`src/logic/esd_pkg.sv`:
```
package esd_pkg;

  // channel layout
  localparam int unsigned NUM_CH    = 48;
  localparam int unsigned PORT_W    = 8;
  localparam int unsigned NUM_PORTS = 6;

  // clock and debounce timing
  localparam int unsigned CLK_PERIOD_NS = 40;
  localparam int unsigned DEB_TICK_NS   = 1000;
  localparam int unsigned DEB_TICK_CYC  = (DEB_TICK_NS + CLK_PERIOD_NS - 1) / CLK_PERIOD_NS;
  localparam int unsigned DIV_W         = 5;
  localparam int unsigned DEB_CNT_W     = 11;

  // debounce lengths in ticks, one per select code
  localparam logic [DEB_CNT_W-1:0] DEB_LIM_0 = 11'h001;
  localparam logic [DEB_CNT_W-1:0] DEB_LIM_1 = 11'h008;
  localparam logic [DEB_CNT_W-1:0] DEB_LIM_2 = 11'h040;
  localparam logic [DEB_CNT_W-1:0] DEB_LIM_3 = 11'h400;

  // reset values
  localparam logic [NUM_CH-1:0] OUT_RESET  = 48'h0000_0000_0000;
  localparam logic [NUM_CH-1:0] OE_N_RESET = 48'hFFFF_FFFF_FFFF;

  // which port bank an access reaches
  typedef enum logic {
    ESD_SPACE_OUT,
    ESD_SPACE_IN
  } esd_space_type;

  // host access request
  typedef struct packed {
    logic          valid;
    logic          write;
    esd_space_type space;
    logic [2:0]    port;
    logic [3:0]    be;
    logic [31:0]   wdata;
  } esd_acc_type;

  // host access answer
  typedef struct packed {
    logic        valid;
    logic [31:0] rdata;
  } esd_rsp_type;

  // per-channel configuration, plus one debounce select shared by all channels
  typedef struct packed {
    logic [NUM_CH-1:0] dir_out;
    logic [NUM_CH-1:0] pol_rise;
    logic [NUM_CH-1:0] irq_en;
    logic [1:0]        deb_sel;
  } esd_cfg_type;

endpackage : esd_pkg

```
`src/logic/esd_chan.sv`:
```
`timescale 1ns/1ps
`default_nettype none

module esd_chan (
  // clock and reset
  input  wire logic                          mclk_i,
  input  wire logic                          reset_n_i,
  // pin and timing
  input  wire logic                          pin_i,
  input  wire logic                          tick_i,
  input  wire logic [esd_pkg::DEB_CNT_W-1:0] deb_lim_i,
  // event control
  input  wire logic                          pol_rise_i,
  input  wire logic                          pend_clr_i,
  // status
  output logic                               filt_o,
  output logic                               pend_o
);
  import esd_pkg::*;

  typedef struct packed {
    logic                 sync1;
    logic                 sync2;
    logic                 filt;
    logic [DEB_CNT_W-1:0] cnt;
    logic                 pend;
  } esd_chan_state_type;

  esd_chan_state_type state_reg;
  esd_chan_state_type state_next;
  logic               evt;

  // sync, debounce, edge qualify, pending latch
  always_comb begin
    state_next = state_reg;
    evt        = 1'b0;
    state_next.sync1 = pin_i;
    state_next.sync2 = state_reg.sync1;
    if (state_reg.sync2 == state_reg.filt) begin
      state_next.cnt = '0;  // any bounce restarts the wait
    end else if (tick_i) begin
      if (state_reg.cnt + 11'h001 >= deb_lim_i) begin
        state_next.filt = state_reg.sync2;
        state_next.cnt  = '0;
        evt = (state_reg.sync2 == pol_rise_i);
      end else begin
        state_next.cnt = state_reg.cnt + 11'h001;
      end
    end
    // set wins over a clear in the same cycle
    state_next.pend = (state_reg.pend & ~pend_clr_i) | evt;
  end

  // reset clears the filtered level, so a line high after reset gives a rising event once debounced if its pol_rise bit is set
  always_ff @(posedge mclk_i or negedge reset_n_i) begin
    if (!reset_n_i) begin
      state_reg <= '0;
    end else begin
      state_reg <= state_next;
    end
  end

  assign filt_o = state_reg.filt;
  assign pend_o = state_reg.pend;

endmodule : esd_chan

`default_nettype wire

```
`src/logic/esd_top.sv`:
```
`timescale 1ns/1ps
`default_nettype none

module esd_top (
  // clock and reset
  input  wire logic                       mclk_i,
  input  wire logic                       reset_n_i,
  // host access port
  input  wire esd_pkg::esd_acc_type       acc_i,
  output esd_pkg::esd_rsp_type            rsp_o,
  // software configuration and event clear
  input  wire esd_pkg::esd_cfg_type       cfg_i,
  input  wire logic [esd_pkg::NUM_CH-1:0] pend_clr_i,
  // field pins, open drain
  input  wire logic [esd_pkg::NUM_CH-1:0] pin_i,
  output logic [esd_pkg::NUM_CH-1:0]      pin_o,
  output logic [esd_pkg::NUM_CH-1:0]      pin_oe_n_o,
  // status
  output logic [esd_pkg::NUM_CH-1:0]      filt_o,
  output logic [esd_pkg::NUM_CH-1:0]      pend_o,
  output logic                            irq_o
);
  import esd_pkg::*;

  typedef struct packed {
    logic [DIV_W-1:0]  div;
    logic              tick;
    logic [NUM_CH-1:0] out;
    logic [NUM_CH-1:0] oe_n;
    esd_rsp_type       rsp;
    logic              irq;
  } esd_top_state_type;

  esd_top_state_type    state_reg;
  esd_top_state_type    state_next;
  logic [DEB_CNT_W-1:0] deb_lim;
  logic [NUM_CH-1:0]    filt;
  logic [NUM_CH-1:0]    pend;
  logic [5:0]           base;
  logic                 port_ok;

  // debounce length from the software select
  always_comb begin
    case (cfg_i.deb_sel)
      2'h0:    deb_lim = DEB_LIM_0;
      2'h1:    deb_lim = DEB_LIM_1;
      2'h2:    deb_lim = DEB_LIM_2;
      default: deb_lim = DEB_LIM_3;
    endcase
  end

  // one channel slice per line; every line gets the full feature set
  for (genvar c = 0; c < NUM_CH; c++) begin : g_ch
    esd_chan u_chan (
      .mclk_i     (mclk_i),
      .reset_n_i  (reset_n_i),
      .pin_i      (pin_i[c]),
      .tick_i     (state_reg.tick),
      .deb_lim_i  (deb_lim),
      .pol_rise_i (cfg_i.pol_rise[c]),
      .pend_clr_i (pend_clr_i[c]),
      .filt_o     (filt[c]),
      .pend_o     (pend[c])
    );
  end

  assign base    = {acc_i.port, 3'b000};
  assign port_ok = (acc_i.port < 3'(NUM_PORTS));

  // divider, host access, output drive, interrupt merge
  always_comb begin
    state_next = state_reg;
    // debounce interval tick, one cycle wide
    if (state_reg.div == DIV_W'(DEB_TICK_CYC - 1)) begin
      state_next.div  = '0;
      state_next.tick = 1'b1;
    end else begin
      state_next.div  = state_reg.div + 5'h01;
      state_next.tick = 1'b0;
    end
    // answer only what the host asks; nothing here can start a cycle
    state_next.rsp.valid = acc_i.valid & ~acc_i.write;
    state_next.rsp.rdata = 32'h0000_0000;  // upper lanes carry no port data
    if (acc_i.valid && port_ok) begin
      if (acc_i.write) begin
        // only lane 0 holds port data, whatever the transfer width
        if (acc_i.be[0] && acc_i.space == ESD_SPACE_OUT) begin
          state_next.out[base +: PORT_W] = acc_i.wdata[PORT_W-1:0];
        end
      end else if (acc_i.space == ESD_SPACE_OUT) begin
        state_next.rsp.rdata[PORT_W-1:0] = state_reg.out[base +: PORT_W];
      end else begin
        state_next.rsp.rdata[PORT_W-1:0] = filt[base +: PORT_W];
      end
    end
    // a pin sinks only when set to output and its bit is on
    state_next.oe_n = ~(state_next.out & cfg_i.dir_out);
    // events stay latched whether or not they may interrupt
    state_next.irq = |(pend & cfg_i.irq_en);
  end

  // reset leaves every output released; no strap is sampled
  always_ff @(posedge mclk_i or negedge reset_n_i) begin
    if (!reset_n_i) begin
      state_reg.div  <= '0;
      state_reg.tick <= 1'b0;
      state_reg.out  <= OUT_RESET;
      state_reg.oe_n <= OE_N_RESET;
      state_reg.rsp  <= '0;
      state_reg.irq  <= 1'b0;
    end else begin
      state_reg <= state_next;
    end
  end

  // open drain: the pin only ever pulls low
  assign pin_o      = '0;
  assign pin_oe_n_o = state_reg.oe_n;
  assign rsp_o      = state_reg.rsp;
  assign filt_o     = filt;
  assign pend_o     = pend;
  assign irq_o      = state_reg.irq;

endmodule : esd_top

`default_nettype wire

```
`config.mk`:
```
export PLATFORM = sky130hd
export DESIGN_NAME = esd_top
export DESIGN_NICKNAME = d
export VERILOG_FILES = /design/src/logic/esd_pkg.sv /design/src/logic/esd_chan.sv /design/src/logic/esd_top.sv
export SDC_FILE = /design/constraint.sdc
export NUM_CORES = 2
export LEC_CHECK = 0
export BUFFER_PORTS_ARGS = -buffer_cell sky130_fd_sc_hd__clkbuf_2
export CAP_MARGIN = 25
export CORE_ASPECT_RATIO = 1.1
export CORE_UTILIZATION = 49
export CTS_CLUSTER_SIZE = 20
export DETAILED_ROUTE_END_ITERATION = 8
export GPL_ROUTABILITY_DRIVEN = 0
export PLACE_DENSITY_LB_ADDON = 0.08
export SYNTH_ARGS = -nofsm -noshare
export SYNTH_HDL_FRONTEND = slang
export SYNTH_HIERARCHICAL = 1
export SYNTH_SLANG_ARGS = --single-unit
```
`constraint.sdc`:
```
create_clock -name mclk_i -period 3.5 [get_ports mclk_i]
set_input_delay 0.175 -clock mclk_i [delete_from_list [all_inputs] [get_ports mclk_i]]
set_output_delay 0.175 -clock mclk_i [all_outputs]
set_load 0.05 [all_outputs]
```
==> results.toml <==
[power_and_ir_drop]
ir_worst_vdd_mv = 0.3556
p_leak_uw = 0.03512
p_total_uw = 23120
cellPowerDensity_nw_per_um2 = 340.5

[clock_network]
h-tree-depth = 3
cts_tree = "done"
clkTransAtPathRegs_ns = 0.06
clk_path_buf_depth = 3
cts.sinks = 832
numCtsBuffers = 98
clk_latency_ns = 0.70
clk_root_buffer_cell = "clkbuf_16"

[sta]
tns_ns = 0
drv_slew = 0
finalHoldViolations = 0
grt_setup_unrepaired = "false"
fmax_mhz = 298.0
period_share = 0.9586
fin_crit_ns = 3.355
clock_skew_ns = 0.02081
setup-violations-final = 0
maxSlewHeadroom = 0.4654
tightest_slew_ns = 0.7796

[worst_setup_path]
crit_top_cell = "dlygate4sd3_1"
r2r_slack_ns = 0.14
slowest_delay_ns = 0.59
cp_top_family = "buffers and inverters"
critical_path_arrival_ns = 3.93
critical_path.cell_chain = "a22o_1 -> a221oi_1 -> dlygate4sd3_1 -> nand3_1 -> dlygate4sd3_1 -> or4_1 -> dlygate4sd3_1"
start_kind = "flop"
crit_buf_inv = 3
regToRegStartpoint = "g_ch[13].u_chan/pend_o"
critPathCaptureType = "flop"
critPathRequiredTime_ns = 4.07
rr_endpoint = "irq_o"
slowest_stage = "dlygate4sd3_1"
r2r_cells = 7
crit_type = "reg -> reg"
cp_max_fo = 3

[synth]
synth-main-ff-cell = "dfrtp_1"
synth-async-reset-ratio = 1.000
ys_types = 54
synth_edf_count = 0
ys_ff_latch = 832
netlist_area_sq_um = 57310
postSynthAreaPerCell_sq_um = 9.087
seq_area_frac_synth = 0.3643
syn_inst = 6307
ys_warn_count = 6

[hold_path]
hold_start = "acc_i[0]"
hold_depth = 2
min_path_type = "in -> reg"
hold_path_end = "state_reg[82]"

[drt]
drcViolationCount = 161
wl_per_cell_um = 16.50
via_count = 44400
wl_mm = 147.0
vias_per_cell = 4.982
antenna_left = 0
drt_iter0_markers = 2550
firstDrtPassIters = 7

[layout]
fillCellCount = 10300
area_delta_synth_final_pct = 18.49
fin_util = 0.5852
instances_no_fill = 8912
layout_commonest_cell = "inv_1"
nets = 8166
largest_reg_flops = 576
drive_gt1_frac = 0.1993
layout_common_cells = "inv_1, nand2_1, dfrtp_1"

[placed_design]
numPortBuffers = 412
hpwl_mm = 110.8
dp_cells = 8512

[floorplan]
boundaryPins = 512
row_count = 131
start_util = 0.4939
die_w_um = 328.1
dieHeight_um = 360.7
core-area_sq_um = 116000
dieArea_sq_um = 118300

[global_routing]
grt_pass1_wl_mm = 233.2
antenna_found_initial = 24
grt_pass1_vias = 43470
grt_use_total = 0.2511
grt_max_degree = 104
overflow = 0

[status]
status = "finished, violations left"
violations = "DRC"

[job]
drv_cap = 0
[cells in the mapped netlist (all sizes together), types with 2 or more instances]
| library cell | instances | area (sq um) |
|---|---|---|
| or4 | 2 | 15.01 |
| nor4bb | 2 | 20.02 |
| and4b | 2 | 20.02 |
| nor3 | 97 | 955.9 |
| dfstp | 48 | 1261 |
| nand2 | 799 | 2999 |
| a22oi | 4 | 30.03 |
| and4 | 96 | 840.8 |
| mux2 | 91 | 1055 |
| inv | 1172 | 4399 |
| dfrtp | 784 | 19620 |
| a32o | 48 | 480.5 |
| o31ai | 8 | 60.06 |
| and2 | 103 | 644.4 |
| nand2b | 2 | 12.51 |
| mux2i | 13 | 130.1 |
| nor4 | 3 | 63.81 |
| a221oi | 10 | 87.58 |
| a21oi | 192 | 1137 |
| ha | 584 | 7307 |
| o21ai | 633 | 4793 |
| a31oi | 48 | 300.3 |
| xor2 | 290 | 2540 |
| xnor2 | 241 | 2111 |
| o22ai | 8 | 50.05 |
| nor2 | 204 | 765.7 |
| a22o | 11 | 96.34 |
| nand4 | 196 | 1520 |
| buf | 184 | 1378 |
| a21bo | 2 | 20.02 |
| nor2b | 99 | 619.3 |
| and3 | 51 | 319.1 |
| nand3 | 197 | 986.0 |
| nor4b | 2 | 17.52 |
| mux4 | 16 | 360.4 |
| clkbuf | 58 | 217.7 |
[worst reg2reg max path, stage by stage (launching register included)]
cell and delay, ns:
dfrtp_2 0.53, a22o_1 0.28, a221oi_1 0.20, dlygate4sd3_1 0.59, nand3_1 0.06, dlygate4sd3_1 0.55
or4_1 0.45, dlygate4sd3_1 0.57
[metrics by stage]
step	hold WS (ns)	area, sq um	setup WS, ns
2_1_floorplan	-0.1206	58840	0.2762
3_3_place_gp	0.1698	62250	0.6708
3_5_place_dp	0.1700	62250	0.6201
4_1_cts	0.01558	67890	0.06692
5_1_grt	0.04747	67900	0.02677
6_report	0.07090	67910	0.1448
[cells by family after synthesis]
| group | synth area share |
|---|---|
| simple gates | 0.1717 |
| other cells | 0.00006543 |
| fa+ha+maj | 0.1275 |
| mux | 0.02696 |
| compound gates | 0.1237 |
| flops | 0.3643 |
| buf+inv | 0.1046 |
| xor+xnor | 0.08115 |
[area by class of cell]
cell class / instances / area [sq um] / share of cell area
Tap cell: 1529 / 1913 / 0.02817
Antenna cell: 3 / 7.507 / 0.0001106
Timing Repair Buffer: 724 / 5187 / 0.07639
Clock buffer: 135 / 2868 / 0.04223
Inverter: 1172 / 4399 / 0.06478
Multi-Input combinational cell: 4468 / 32000 / 0.4713
Clock inverter: 49 / 644.4 / 0.009489
Sequential cell: 832 / 20890 / 0.3076
[power by group]
group	switching, uW	internal [uW]	leakage [uW]
clock network	4440	6770	0.00173
logic	1390	666	0.0222
registers	80.3	9780	0.0112
total	5910	17200	0.0351
[per-layer routing]
layer | wire length (um) | vias to the layer above | GRT usage
met5 | 118 | - | 0
met4 | 3101 | 18 | 0.06304
met3 | 7894 | 198 | 0.04485
met2 | 69170 | 744 | 0.4188
met1 | 66760 | 21150 | 0.3348
li1 | - | 22290 | -
[timing repair]
item                                    CTS  global route
gates resized for setup                   0             2
setup buffers                             0             0
endpoints found under the setup margin    0             2
hold buffers                            213             0
endpoints found under the hold margin   681             0
[worst max path at each step]
stage / startpoint / end / slack [ns] / depth (start not counted)
after floorplan: cfg_i[0] / g_ch[34].u_chan/filt_o / 0.28 / 8
after global placement: g_ch[25].u_chan/state_reg[1] / g_ch[25].u_chan/state_reg[8] / 0.67 / 13
after detailed placement: g_ch[25].u_chan/state_reg[1] / g_ch[25].u_chan/state_reg[10] / 0.62 / 13
after CTS: g_ch[13].u_chan/pend_o / irq_o / 0.07 / 7
after global routing: g_ch[34].u_chan/state_reg[1] / g_ch[34].u_chan/pend_o / 0.03 / 13
final: g_ch[13].u_chan/pend_o / irq_o / 0.14 / 7
Note: power is estimated with default switching activity, not from simulation.
